File: src/design/spr_pkg.sv
// package: register map, field positions, modes and timing for the sleep/power controller
package spr_pkg;
    // ------------------------------------------------------------
    // register offsets (byte addresses)
    // ------------------------------------------------------------
    localparam logic [11:0] ADDR_MCU_CONTROL = 12'h035;
    localparam logic [11:0] ADDR_POWER_REDUCTION = 12'h064;
    localparam logic [11:0] ADDR_SLEEP_MODE_CONTROL = 12'h054;
    localparam logic [11:0] ADDR_SLEEP_STATUS = 12'h058;
    // apb addresses: printed offsets are not all word aligned, so they are indices
    localparam logic [11:0] IDX_MCU_CONTROL = ADDR_MCU_CONTROL;
    localparam logic [11:0] IDX_POWER_REDUCTION = ADDR_POWER_REDUCTION;
    localparam logic [11:0] IDX_SLEEP_MODE_CONTROL = ADDR_SLEEP_MODE_CONTROL;
    localparam logic [11:0] IDX_SLEEP_STATUS = ADDR_SLEEP_STATUS;
    // ------------------------------------------------------------
    // field positions and masks
    // ------------------------------------------------------------
    localparam int SLEEP_GATE_BIT = 0;
    localparam int SLEEP_MODE_LSB = 1;
    localparam logic [7:0] SLEEP_MODE_CONTROL_MASK = 8'h0f;
    localparam int BROWNOUT_OFF_IN_SLEEP = 6;
    localparam int BROWNOUT_SLEEP_UNLOCK = 5;
    localparam int GLOBAL_PULLUP_DISABLE = 4;
    localparam int VECTOR_TABLE_SELECT = 1;
    localparam int VECTOR_CHANGE_UNLOCK = 0;
    localparam logic [7:0] MCU_CONTROL_MASK = 8'h33;
    localparam int GATE_TWO_WIRE_CLOCK = 7;
    localparam int GATE_TIMER2_CLOCK = 6;
    localparam int GATE_TIMER0_CLOCK = 5;
    localparam int GATE_TIMER1_CLOCK = 3;
    localparam int GATE_SERIAL_PERIPH_CLOCK = 2;
    localparam int GATE_UART_CLOCK = 1;
    localparam int GATE_CONVERTER_CLOCK = 0;
    localparam logic [7:0] POWER_REDUCTION_MASK = 8'hef;
    localparam logic [7:0] RESET_BYTE = 8'h00;
    // ------------------------------------------------------------
    // timing in clock cycles
    // ------------------------------------------------------------
    localparam logic [2:0] UNLOCK_WINDOW_CYCLES = 3'd4;
    localparam logic [1:0] BROWNOUT_ACTIVE_DELAY = 2'd3;
    localparam logic [2:0] STANDBY_WAKE_CYCLES = 3'd6;
    // ------------------------------------------------------------
    // sleep modes
    // ------------------------------------------------------------
    typedef enum logic [2:0] {
        SPR_IDLE = 3'b000,
        SPR_ADC_NOISE = 3'b001,
        SPR_POWER_DOWN = 3'b010,
        SPR_POWER_SAVE = 3'b011,
        SPR_RSVD4 = 3'b100,
        SPR_RSVD5 = 3'b101,
        SPR_STANDBY = 3'b110,
        SPR_EXT_STANDBY = 3'b111
    } spr_mode_e;
    typedef enum logic [1:0] {
        SPR_ACTIVE = 2'b00,
        SPR_ASLEEP = 2'b01,
        SPR_WAKING = 2'b10
    } spr_state_e;
    // ------------------------------------------------------------
    // carriers
    // ------------------------------------------------------------
    typedef struct packed {
        logic two_wire;
        logic timer2;
        logic timer0;
        logic timer1;
        logic serial_periph;
        logic uart;
        logic converter;
    } spr_gate_s;
    typedef struct packed {
        spr_state_e state;
        spr_mode_e mode;
        logic [7:0] sleep_mode_control;
        logic [7:0] mcu_control;
        logic [7:0] power_reduction;
        logic [2:0] unlock_cnt;
        logic [1:0] arm_age;
        logic arm_active;
        logic detector_off;
        logic [2:0] wake_cnt;
        logic [31:0] prdata;
        logic adc_was_off;
        logic extended_conv;
    } spr_state_s;
endpackage

File: src/design/spr_sleep_ctrl.sv
// module: sleep mode, brown-out-in-sleep and peripheral clock gating controller
// ------------------------------------------------------------
// Overview of operation
// [RQ1] mode 110 with crystal: power-down but oscillator runs, resume in six cycles
// [RQ2] mode 111 with crystal: power-save but oscillator runs, wake in six cycles
// [RQ3] set power-reduction bit stops clock, freezes peripheral, blocks its register access
// [RQ4] clearing the bit restarts the clock, module resumes from held state
// [RQ5] per-module gating matters in active and idle only; deeper modes stop all (here noise mode keeps the adc clock; async timer 2 always runs)
// [RQ6] sleep mode control bits 7:4 read zero, writes ignored
// [RQ7] mode field bits 3:1: idle, noise, down, save, two reserved, standby, ext
// [RQ8] sleep instruction sleeps only while the sleep gate bit is one
// [RQ9] software first writes brown-out bit and unlock bit both one
// [RQ10] then bit one, unlock zero within four cycles sets it, else ignored
// [RQ11] brown-out bit active three cycles after set; sleep then turns detector off
// [RQ12] hardware clears brown-out bit three cycles after it was set
// [RQ13] bit 7 stops two-wire clock; software re-initialises it afterwards
// [RQ14] bit 6 stops timer 2 only when running synchronously
// [RQ15] bit 5 stops timer 0, bit 3 timer 1; both resume unchanged
// [RQ16] power-reduction bit 4 reads zero, writes ignored
// [RQ17] bit 2 stops spi clock; never set while one-wire debug in use
// [RQ18] bit 1 stops uart clock; software re-initialises it afterwards
// [RQ19] bit 0 stops adc; comparator loses adc mux while stopped (here comparator_enable is held off while bit 0 is set)
// [RQ20] input buffers off when io and adc clocks both stopped, except wake inputs
// [RQ21] enabled adc stays on in sleep; off-on cycle forces extended conversion
// [RQ22] comparator off in all modes but idle and noise; reference kept if used
// [RQ23] detector switched off for sleep is re-enabled on every wake-up
// [RQ24] reserved mode encodings leave the core running
// ------------------------------------------------------------
//
// Chosen here: register access over APB.
`timescale 1ns/10ps
module spr_sleep_ctrl #(
    parameter int WAKE_CYCLES = 6
) (
    // clock, reset, enable
    input wire logic clk,
    input wire logic reset,
    input wire logic clk_en,
    // apb slave
    input wire logic psel,
    input wire logic penable,
    input wire logic pwrite,
    input wire logic [13:0] paddr,
    input wire logic [31:0] pwdata,
    output logic [31:0] prdata,
    output logic pready,
    output logic pslverr,
    // core side
    input wire logic sleep_instr,
    input wire logic wake_event,
    input wire logic crystal_clock_sel,
    output logic core_halted,
    output logic core_resume,
    // peripheral side
    input wire logic timer2_async_select,
    input wire logic adc_enabled,
    input wire logic comparator_uses_ref,
    input wire logic periph_access,
    input wire logic [2:0] periph_sel,
    output logic periph_access_ok,
    output spr_pkg::spr_gate_s clock_run,
    output logic oscillator_run,
    output logic peripheral_io_clock_run,
    output logic converter_clock_run,
    output logic timer2_clock_run,
    output logic input_buffer_enable,
    output logic comparator_enable,
    output logic reference_keep,
    output logic adc_extended_conv,
    output logic brownout_detector_enable
);
    // ------------------------------------------------------------
    // checks
    // ------------------------------------------------------------
    if (WAKE_CYCLES < 1 || WAKE_CYCLES > 7) begin
        $error("WAKE_CYCLES must be 1 to 7");
    end

    // ------------------------------------------------------------
    // decode helpers
    // ------------------------------------------------------------
    function automatic logic deep_mode(input spr_pkg::spr_mode_e m);
        deep_mode = (m != spr_pkg::SPR_IDLE);
    endfunction

    function automatic logic io_stopped(input spr_pkg::spr_mode_e m);
        io_stopped = (m != spr_pkg::SPR_IDLE);
    endfunction

    function automatic logic adc_clk_stopped(input spr_pkg::spr_mode_e m);
        adc_clk_stopped = (m != spr_pkg::SPR_IDLE) && (m != spr_pkg::SPR_ADC_NOISE);
    endfunction

    function automatic logic [11:0] word_index(input logic [13:0] a);
        word_index = a[13:2];
    endfunction

    spr_pkg::spr_state_s cur;
    spr_pkg::spr_state_s nxt;
    logic asleep;
    logic wr_en;
    logic rd_en;
    logic [11:0] idx;
    spr_pkg::spr_mode_e sel_mode;
    logic [7:0] wb;

    assign asleep = (cur.state == spr_pkg::SPR_ASLEEP);
    assign idx = word_index(paddr);
    assign wr_en = psel && penable && pwrite;
    // read word loads in the setup cycle so it stands at the access edge
    assign rd_en = psel && !penable && !pwrite;
    assign sel_mode = spr_pkg::spr_mode_e'(cur.sleep_mode_control[3:1]); // RQ7
    assign wb = pwdata[7:0];

    // ------------------------------------------------------------
    // next state
    // ------------------------------------------------------------
    always_comb begin
        nxt = cur;
        // brown-out bit ages out after three cycles
        if (cur.mcu_control[spr_pkg::BROWNOUT_OFF_IN_SLEEP]) begin
            if (cur.arm_age == spr_pkg::BROWNOUT_ACTIVE_DELAY - 2'd1) begin
                nxt.mcu_control[spr_pkg::BROWNOUT_OFF_IN_SLEEP] = 1'b0; // RQ12
                nxt.arm_active = 1'b1; // RQ11
                nxt.arm_age = 2'd0;
            end else begin
                nxt.arm_age = cur.arm_age + 2'd1;
            end
        end else begin
            nxt.arm_active = 1'b0;
        end
        if (cur.arm_active) begin
            nxt.arm_active = 1'b0;
        end
        if (cur.unlock_cnt != 3'd0) begin
            nxt.unlock_cnt = cur.unlock_cnt - 3'd1;
        end
        // register writes
        if (wr_en) begin
            case (idx)
                spr_pkg::IDX_SLEEP_MODE_CONTROL: begin
                    nxt.sleep_mode_control = wb & spr_pkg::SLEEP_MODE_CONTROL_MASK; // RQ6
                end
                spr_pkg::IDX_POWER_REDUCTION: begin
                    nxt.power_reduction = wb & spr_pkg::POWER_REDUCTION_MASK; // RQ16
                end
                spr_pkg::IDX_MCU_CONTROL: begin
                    nxt.mcu_control[spr_pkg::GLOBAL_PULLUP_DISABLE] =
                        wb[spr_pkg::GLOBAL_PULLUP_DISABLE];
                    nxt.mcu_control[spr_pkg::VECTOR_TABLE_SELECT] =
                        wb[spr_pkg::VECTOR_TABLE_SELECT];
                    nxt.mcu_control[spr_pkg::VECTOR_CHANGE_UNLOCK] =
                        wb[spr_pkg::VECTOR_CHANGE_UNLOCK];
                    if (wb[spr_pkg::BROWNOUT_OFF_IN_SLEEP] && wb[spr_pkg::BROWNOUT_SLEEP_UNLOCK]) begin
                        nxt.unlock_cnt = spr_pkg::UNLOCK_WINDOW_CYCLES; // RQ9
                        nxt.mcu_control[spr_pkg::BROWNOUT_SLEEP_UNLOCK] = 1'b1;
                    end else if (wb[spr_pkg::BROWNOUT_OFF_IN_SLEEP] && cur.unlock_cnt != 3'd0) begin
                        nxt.mcu_control[spr_pkg::BROWNOUT_OFF_IN_SLEEP] = 1'b1; // RQ10
                        nxt.mcu_control[spr_pkg::BROWNOUT_SLEEP_UNLOCK] = 1'b0;
                        nxt.unlock_cnt = 3'd0;
                        nxt.arm_age = 2'd0;
                    end else begin
                        nxt.mcu_control[spr_pkg::BROWNOUT_SLEEP_UNLOCK] = 1'b0;
                    end
                end
                default: begin
                end
            endcase
        end
        if (nxt.unlock_cnt == 3'd0) begin
            nxt.mcu_control[spr_pkg::BROWNOUT_SLEEP_UNLOCK] = 1'b0; // RQ10
        end
        // read data
        if (rd_en) begin
            case (idx)
                spr_pkg::IDX_SLEEP_MODE_CONTROL: nxt.prdata = {24'h0, cur.sleep_mode_control};
                spr_pkg::IDX_POWER_REDUCTION: nxt.prdata = {24'h0, cur.power_reduction};
                spr_pkg::IDX_MCU_CONTROL: nxt.prdata = {24'h0, cur.mcu_control};
                spr_pkg::IDX_SLEEP_STATUS: nxt.prdata =
                    {25'h0, cur.detector_off, cur.arm_active, cur.mode, cur.state};
                default: nxt.prdata = 32'h0;
            endcase
        end
        // adc off-on tracking
        if (!adc_enabled || cur.power_reduction[spr_pkg::GATE_CONVERTER_CLOCK]) begin
            nxt.adc_was_off = 1'b1;
        end else if (cur.adc_was_off) begin
            nxt.adc_was_off = 1'b0;
            nxt.extended_conv = 1'b1; // RQ21
        end else begin
            nxt.extended_conv = 1'b0;
        end
        // sleep sequencing
        case (cur.state)
            spr_pkg::SPR_ACTIVE: begin
                if (sleep_instr && cur.sleep_mode_control[spr_pkg::SLEEP_GATE_BIT] // RQ8
                        && sel_mode != spr_pkg::SPR_RSVD4
                        && sel_mode != spr_pkg::SPR_RSVD5) begin // RQ24
                    nxt.state = spr_pkg::SPR_ASLEEP;
                    nxt.mode = sel_mode;
                    nxt.detector_off = cur.arm_active && deep_mode(sel_mode); // RQ11
                end
            end
            spr_pkg::SPR_ASLEEP: begin
                if (wake_event) begin
                    nxt.state = spr_pkg::SPR_WAKING;
                    nxt.wake_cnt = 3'(WAKE_CYCLES - 1); // RQ1 RQ2
                    nxt.detector_off = 1'b0; // RQ23
                end
            end
            spr_pkg::SPR_WAKING: begin
                if (cur.wake_cnt == 3'd0) begin
                    nxt.state = spr_pkg::SPR_ACTIVE;
                    nxt.mode = spr_pkg::SPR_IDLE;
                end else begin
                    nxt.wake_cnt = cur.wake_cnt - 3'd1;
                end
            end
            default: begin
                nxt.state = spr_pkg::SPR_ACTIVE;
            end
        endcase
    end

    // ------------------------------------------------------------
    // state register; clk_en freezes everything
    // ------------------------------------------------------------
    always_ff @(posedge clk or posedge reset) begin
        if (reset) begin
            cur <= '0;
        end else if (clk_en) begin
            cur <= nxt;
        end
    end

    // ------------------------------------------------------------
    // outputs
    // ------------------------------------------------------------
    // zero-wait slave keeps the cpu write path simple
    assign pready = 1'b1;
    assign pslverr = 1'b0;
    assign prdata = cur.prdata;
    assign core_halted = (cur.state != spr_pkg::SPR_ACTIVE);
    assign core_resume = (cur.state == spr_pkg::SPR_WAKING) && (cur.wake_cnt == 3'd0);

    logic io_run;
    logic adc_run;
    // crystal keeps running in idle, adc noise and standby modes only
    assign oscillator_run = !asleep || crystal_clock_sel &&
        (cur.mode == spr_pkg::SPR_STANDBY || cur.mode == spr_pkg::SPR_EXT_STANDBY) ||
        cur.mode == spr_pkg::SPR_IDLE || cur.mode == spr_pkg::SPR_ADC_NOISE; // RQ1 RQ2
    assign io_run = !(asleep && io_stopped(cur.mode)); // RQ5
    assign adc_run = !(asleep && adc_clk_stopped(cur.mode));
    assign peripheral_io_clock_run = io_run;
    assign converter_clock_run = adc_run;

    // gates hold the module clock low; its flops keep state until released
    assign clock_run.two_wire = io_run && !cur.power_reduction[spr_pkg::GATE_TWO_WIRE_CLOCK]; // RQ13 RQ3 RQ4
    assign clock_run.timer2 = timer2_async_select ||
        (io_run && !cur.power_reduction[spr_pkg::GATE_TIMER2_CLOCK]); // RQ14
    assign clock_run.timer0 = io_run && !cur.power_reduction[spr_pkg::GATE_TIMER0_CLOCK]; // RQ15
    assign clock_run.timer1 = io_run && !cur.power_reduction[spr_pkg::GATE_TIMER1_CLOCK]; // RQ15
    assign clock_run.serial_periph = io_run &&
        !cur.power_reduction[spr_pkg::GATE_SERIAL_PERIPH_CLOCK]; // RQ17
    assign clock_run.uart = io_run && !cur.power_reduction[spr_pkg::GATE_UART_CLOCK]; // RQ18
    assign clock_run.converter = adc_run &&
        !cur.power_reduction[spr_pkg::GATE_CONVERTER_CLOCK]; // RQ19
    assign timer2_clock_run = clock_run.timer2;

    // per-peripheral register access is blocked while its clock is stopped
    logic [6:0] run_vec;
    assign run_vec = clock_run;
    assign periph_access_ok = periph_access && periph_sel != 3'd7 && run_vec[periph_sel]; // RQ3

    assign input_buffer_enable = !(asleep && io_stopped(cur.mode) &&
        adc_clk_stopped(cur.mode)); // RQ20
    assign comparator_enable = !(asleep && adc_clk_stopped(cur.mode)) &&
        !cur.power_reduction[spr_pkg::GATE_CONVERTER_CLOCK]; // RQ22
    assign reference_keep = comparator_uses_ref || adc_enabled; // RQ22 RQ21
    assign adc_extended_conv = cur.extended_conv; // RQ21
    assign brownout_detector_enable = !(asleep && cur.detector_off); // RQ11 RQ23
endmodule

File: config.mk
export PLATFORM = sky130hd
export DESIGN_NAME = spr_sleep_ctrl
export DESIGN_NICKNAME = d
export VERILOG_FILES = /design/src/design/spr_pkg.sv /design/src/design/spr_sleep_ctrl.sv
export SDC_FILE = /design/constraint.sdc
export NUM_CORES = 1
export LEC_CHECK = 0
export ABC_AREA = 1
export BUFFER_PORTS_ARGS = -buffer_cell sky130_fd_sc_hd__buf_2
export CAP_MARGIN = 20
export CELL_PAD_IN_SITES_DETAIL_PLACEMENT = 1
export CELL_PAD_IN_SITES_GLOBAL_PLACEMENT = 2
export CORE_ASPECT_RATIO = 2
export CORE_MARGIN = 5
export CORE_UTILIZATION = 27
export CTS_CLUSTER_SIZE = 10
export DETAILED_ROUTE_END_ITERATION = 10
export PLACE_DENSITY = 0.95
export SLEW_MARGIN = 0
export SYNTH_ARGS = -nofsm -noshare
export SYNTH_HDL_FRONTEND = slang
export SYNTH_SLANG_ARGS = --single-unit
File: constraint.sdc
create_clock -name clk -period 2.5 [get_ports clk]
set_input_delay 0.25 -clock clk [delete_from_list [all_inputs] [get_ports clk]]
set_output_delay 0.25 -clock clk [all_outputs]
set_load 0.02 [all_outputs]
### Word level (Yosys, flattened, before mapping)

Index checks and enable logic that the tools add are counted.

| storage, ports and cells | value |
|---|---|
| bits in latches | 0 |
| output and inout port bits | 53 |
| bits in registers | 65 |
| bits of input ports | 62 |
| bits in writable memories | 0 |
| memories | 0 |
| logic and storage cells | 143 |
| bits in read-only memories | 0 |

| operators by class | value |
|---|---|
| add/subtract/negate cells | 3 |
| reduce and logical (&&, ||, !) cells | 71 |
| equal/unequal tests | 18 |
| bitwise operators | 1 |
| muxes and demuxes | 34 |
| order comparisons | 1 |
| div/mod/pow operators | 0 |
| multiply operators | 0 |
| shift operators | 0 |

Operators by type and width:

| operator | count |
|---|---|
| 12-bit by 7-bit equality test with 1-bit output (second input constant) | 3 |
| 8-bit one-hot mux with 4 select lines | 1 |
| 1-bit logical AND | 26 |
| 5-bit 2-to-1 mux | 5 |
| 4-bit AND reduction | 4 |
| 1-bit logical NOT | 15 |
| 3-bit 2-to-1 mux | 5 |
| 1-bit 2-to-1 mux | 13 |
| 12-bit by 6-bit equality test with 1-bit output (second input constant) | 1 |
| 3-bit one-hot mux with 2 select lines | 2 |
| 3-bit AND reduction | 4 |
| 2-bit nonzero test | 6 |
| 3-bit logical NOT | 3 |
| 3-bit inequality test (second input constant) | 3 |
| 3-bit nonzero test | 3 |
| 2-bit 2-to-1 mux | 4 |
| 2-bit inequality test (second input constant) | 4 |
| 1-bit logical OR | 7 |
| 3-bit equality test (second input constant) | 2 |
| 2-bit one-hot mux with 3 select lines | 1 |
| 3-bit by 1-bit subtractor with 3-bit output (second input constant) | 2 |
| 2-bit equality test (second input constant) | 2 |
| 3-bit by 4-bit less-than comparator with 1-bit output (second input constant) | 1 |
| 4-bit 2-to-1 mux | 1 |
| 9 further kinds | 10 |

### Longest topological paths before layout

| depth | value |
|---|---|
| word-level depth | 10 |
| mapped depth | 12 |
| depth with buffers taken out | 12 |

### Least setup slack after synthesis

No wires, ideal clock.

| timing path | value |
|---|---|
| path type | flip-flop to output port |
| start | register cur[71] in the netlist's numbering |
| end | output port periph_access_ok |
| arrival | 1657 ps |
| data required time | 2250 ps |
| setup slack | 593 ps |
| cell stages (with the launch flop) | 10 |
| buffers on the path | 0 |
| path through | dfrtp_1 nand2_2 inv_2 nand2_2 inv_2 nor2_1 nand2_1 nand3_1 a21oi_1 nor2_1 |

RTL lines:

| item | line | text |
|---|---|---|
| start, declared | spr_sleep_ctrl.sv:98 | `spr_pkg::spr_state_s cur;` |
| start signal, assigned | spr_sleep_ctrl.sv:232 | `cur <= nxt;` |
| end, declared | spr_sleep_ctrl.sv:60 | `output logic periph_access_ok,` |

### Final worst setup path

| timing path | value |
|---|---|
| start | register cur[71] in the netlist's numbering |
| end | output port periph_access_ok |

| between the ends | value |
|---|---|
| longest elaborated chain between the ends | 8 |
| elaborated cells on any way between the ends | 16 |
| those cells by class | 1 x eq/ne; 2 x mux; 13 x reduce/logical |

RTL lines:

| item | line | text |
|---|---|---|
| 2-bit by 1-bit equality test with 1-bit output * | spr_sleep_ctrl.sv:107 | `assign asleep = (cur.state == spr_pkg::SPR_ASLEEP);` |
| 1-bit logical AND | spr_sleep_ctrl.sv:252 | `assign io_run = !(asleep && io_stopped(cur.mode));` |
| 1-bit logical NOT | spr_sleep_ctrl.sv:252 |  |
| 1-bit logical AND | spr_sleep_ctrl.sv:260 | `(io_run && !cur.power_reduction[spr_pkg::GATE_TIMER2_CLOCK]);` |
| 1-bit logical OR | spr_sleep_ctrl.sv:259 | `assign clock_run.timer2 = timer2_async_select \|\|` |
| 1-bit binary-select mux with 3-bit select * | spr_sleep_ctrl.sv:273 | `assign periph_access_ok = periph_access && periph_sel != 3'd7 && run_vec[periph_sel];` |
| 1-bit 2-to-1 mux (not written as such) * | spr_sleep_ctrl.sv:273 |  |
| 1-bit logical AND * | spr_sleep_ctrl.sv:273 |  |

Mark *: on every way between the ends. The rest lies on a longest branch, timed or not. The select of a mux whose other input is x is not followed.

==> results.md <==
* Pre-Repair DR Iteration Count at 4
* CTS buffer count at 5
* Via count at 2419
* Crit path max fanout at 6
* Sequential element share of the synthesized area at 0.392
* F_max at 0.471 GHz
* Commonest non-fill, non-tap cell in the layout: nand2_1
* Die Y at 149 um
* Die W at 79.6 um
* Status: complete, no violations
* # rows at 51
* Worst vdd ir at 244 uV
* Min-Delay Path Class: input pin to async pin
* Period utilisation layout at 0.849
* WL/cell at 13.8 um
* Nets@finish at 487
* I/O pins at 115
* Main synth FF type: dfrtp_1
* Setup total negative slack at 0 ns
* Clk sinks at 41
* Htree depth at 2
* Synth area leaders: dfrtp_1 39%, nand2_1 14%, buf_4 10%, inv_1 7.6%, nor2_1 4.4%
* Clk slew on worst S/H paths at 0.06 ns
* Mapped cell area at 2620 um2
* Comb power frac at 0.269
* R2R Path End: cur[57]
* Most frequent cells in the layout: 98 x nand2_1, 62 x buf_2, 53 x inv_1, 41 x dfrtp_1, 31 x nor2_1
* Leakage at 0.00162 uW
* HPWL Detailed at 6470 um
* Critical R2R Launch: cur[41]
* Switching Share at 0.330
* P_int at 1370 uW
* Yosys top cell by area: dfrtp_1
* Min Hold Slack at 0.0742 ns
* Sw power at 677 uW
* Post-Syn Area per Cell at 7.19 um2
* Seq cells post-synth at 41
* RSZ-0062 raised after global routing: no
* FF-to-FF path depth at 11
* CP Capture Type: output port
* Gr ovfl total at 0
* Port Buffers at 62
* Overall routed net length at 7600 um
* Clock power share at 0.348
* Final setup fails at 0
* Type of origin of the critical path: flop
* GP Congestion at 0.856
* Largest net degree at the start of global routing at 42
* Area growth, synth to finish at 17.1%
* Post-Synthesis Cells at 364
* CTS resizes at 0
* Slew Limit Fails at 0
* N_diodes at 0
* Slew margin rel. at 0.626
* All-Layer GR Usage at 0.136
* Minimum clock period at 2.12 ns
* Maximum clock insertion buffer count at 2
* Worst EP arrival at 1.87 ns
* Hold_buf cts at 0
* Hold Vio Cnt, Final at 0
* YS warnings at 0
* Root buffer cell: clkbuf_16
* CTS tree: done
* CP required at 2.25 ns
* Vias per inst at 4.38
* Fraction of layout instances using a drive strength above 1 at 0.210
* Initial Util at 0.272
* Power per cell area at 669 nW/um2
* Setup CP Type: flop to output port
* Placeable core area at 9640 um2
* Sequential share of power at 0.383
* Reg2Reg Setup Slack at 0.74 ns
* First-pass GRT wire length at 12400 um
* Initial antenna violation count at 0
* Worst-margin pin slew at 0.556 ns
* Total Die Area at 11900 um2
* Number of global-route vias before repair at 2627
* Async set or reset register ratio after synthesis at 1.00
* Clock skew at 0.00268 ns
* Skew-Pair Late Insertion Delay at 0.28 ns
* Number of synthesized flops with an enable pin at 0
* Routed Antenna Nets at 0
* Iter 0 DRT Violations at 75
* Distinct cells, synth at 31
* Setup Fix Bufs, Post-CTS at 0
* Drt drc at 0
* Max-cap violation count at 0
* Yosys top cell area share at 0.392
## critical path, stage by stage, from the launching register on
cell and delay (ns):
dfrtp_1 0.47, nand2_2 0.18, inv_2 0.07, nand2_2 0.14, inv_2 0.07, nor2_1 0.17
nand2_1 0.08, nand3_1 0.08, a21oi_1 0.07, nor2_1 0.09, buf_2 0.17
## cell usage after synthesis (all sizes together) (2+ instances only)
| master | instances |
|---|---|
| nand3 | 19 |
| nor3 | 4 |
| nand2 | 101 |
| o22ai | 2 |
| nand4 | 7 |
| dfrtp | 41 |
| buf | 37 |
| o211ai | 3 |
| o31ai | 2 |
| ha | 5 |
| conb | 2 |
| o21ai | 30 |
| a21oi | 9 |
| nor2 | 39 |
| inv | 56 |
## flip-flops by register name, summed over array words and instances (netlist names)
register	cells
cur	32
adc_extended_conv	1
prdata	8
## final cells by class
type                            instances  area, um2
Sequential cell                        41       1030
Timing Repair Buffer                   63        318
Tap cell                              132        165
Clock buffer                            5        125
Clock inverter                          2       35.0
Fill cell                            1231       6570
Inverter                               56        210
Multi-Input combinational cell        253       1180
## cell families after synthesis
logic type	after synthesis	share of synthesized area
other	2	0.00287
DFF	41	0.392
buffers and inverters	94	0.189
adders and majority gates	5	0.0239
and+or+nand+nor	172	0.283
AOI/OAI and AO/OA	49	0.105
xor gates and xnor gates	1	0.00335
## stage by stage
step                      cells  setup WS, ns  cell area [um2]   util  power, uW
after CTS                   552         0.365             3060  0.318       2080
after detailed placement    545         0.669             2900  0.301       1360
after global placement      545         0.682             2900  0.301       1320
final                       552         0.377             3060  0.318       2050
after global routing        552         0.243             3060  0.318       2190
after floorplan             388         0.593             2710      -       1210
## worst max-delay path by stage
stage | endpoint | depth (start not counted) | startpoint
2_1_floorplan | periph_access_ok | 9 | cur[71]
3_3_place_gp | periph_access_ok | 9 | cur[72]
3_5_place_dp | periph_access_ok | 9 | cur[72]
4_1_cts | periph_access_ok | 9 | cur[72]
5_1_grt | periph_access_ok | 9 | cur[72]
6_report | periph_access_ok | 10 | cur[71]
## per-layer routing
layer  up-vias  GRT usage  wire, um
met5         -          0         0
met4         0     0.0628       243
met3        22     0.0230       360
met2        71      0.281      4500
met1      1137      0.119      2490
li1       1189          -         -
## power groups by stage
stage	Clock [uW]	Sequential, uW	Combinational [uW]
6_report	712	785	551
5_1_grt	761	793	632
4_1_cts	724	786	565
3_5_place_dp	0	798	563
3_3_place_gp	0	792	524
2_1_floorplan	0	781	430
(Power assumes the default switching activity.)
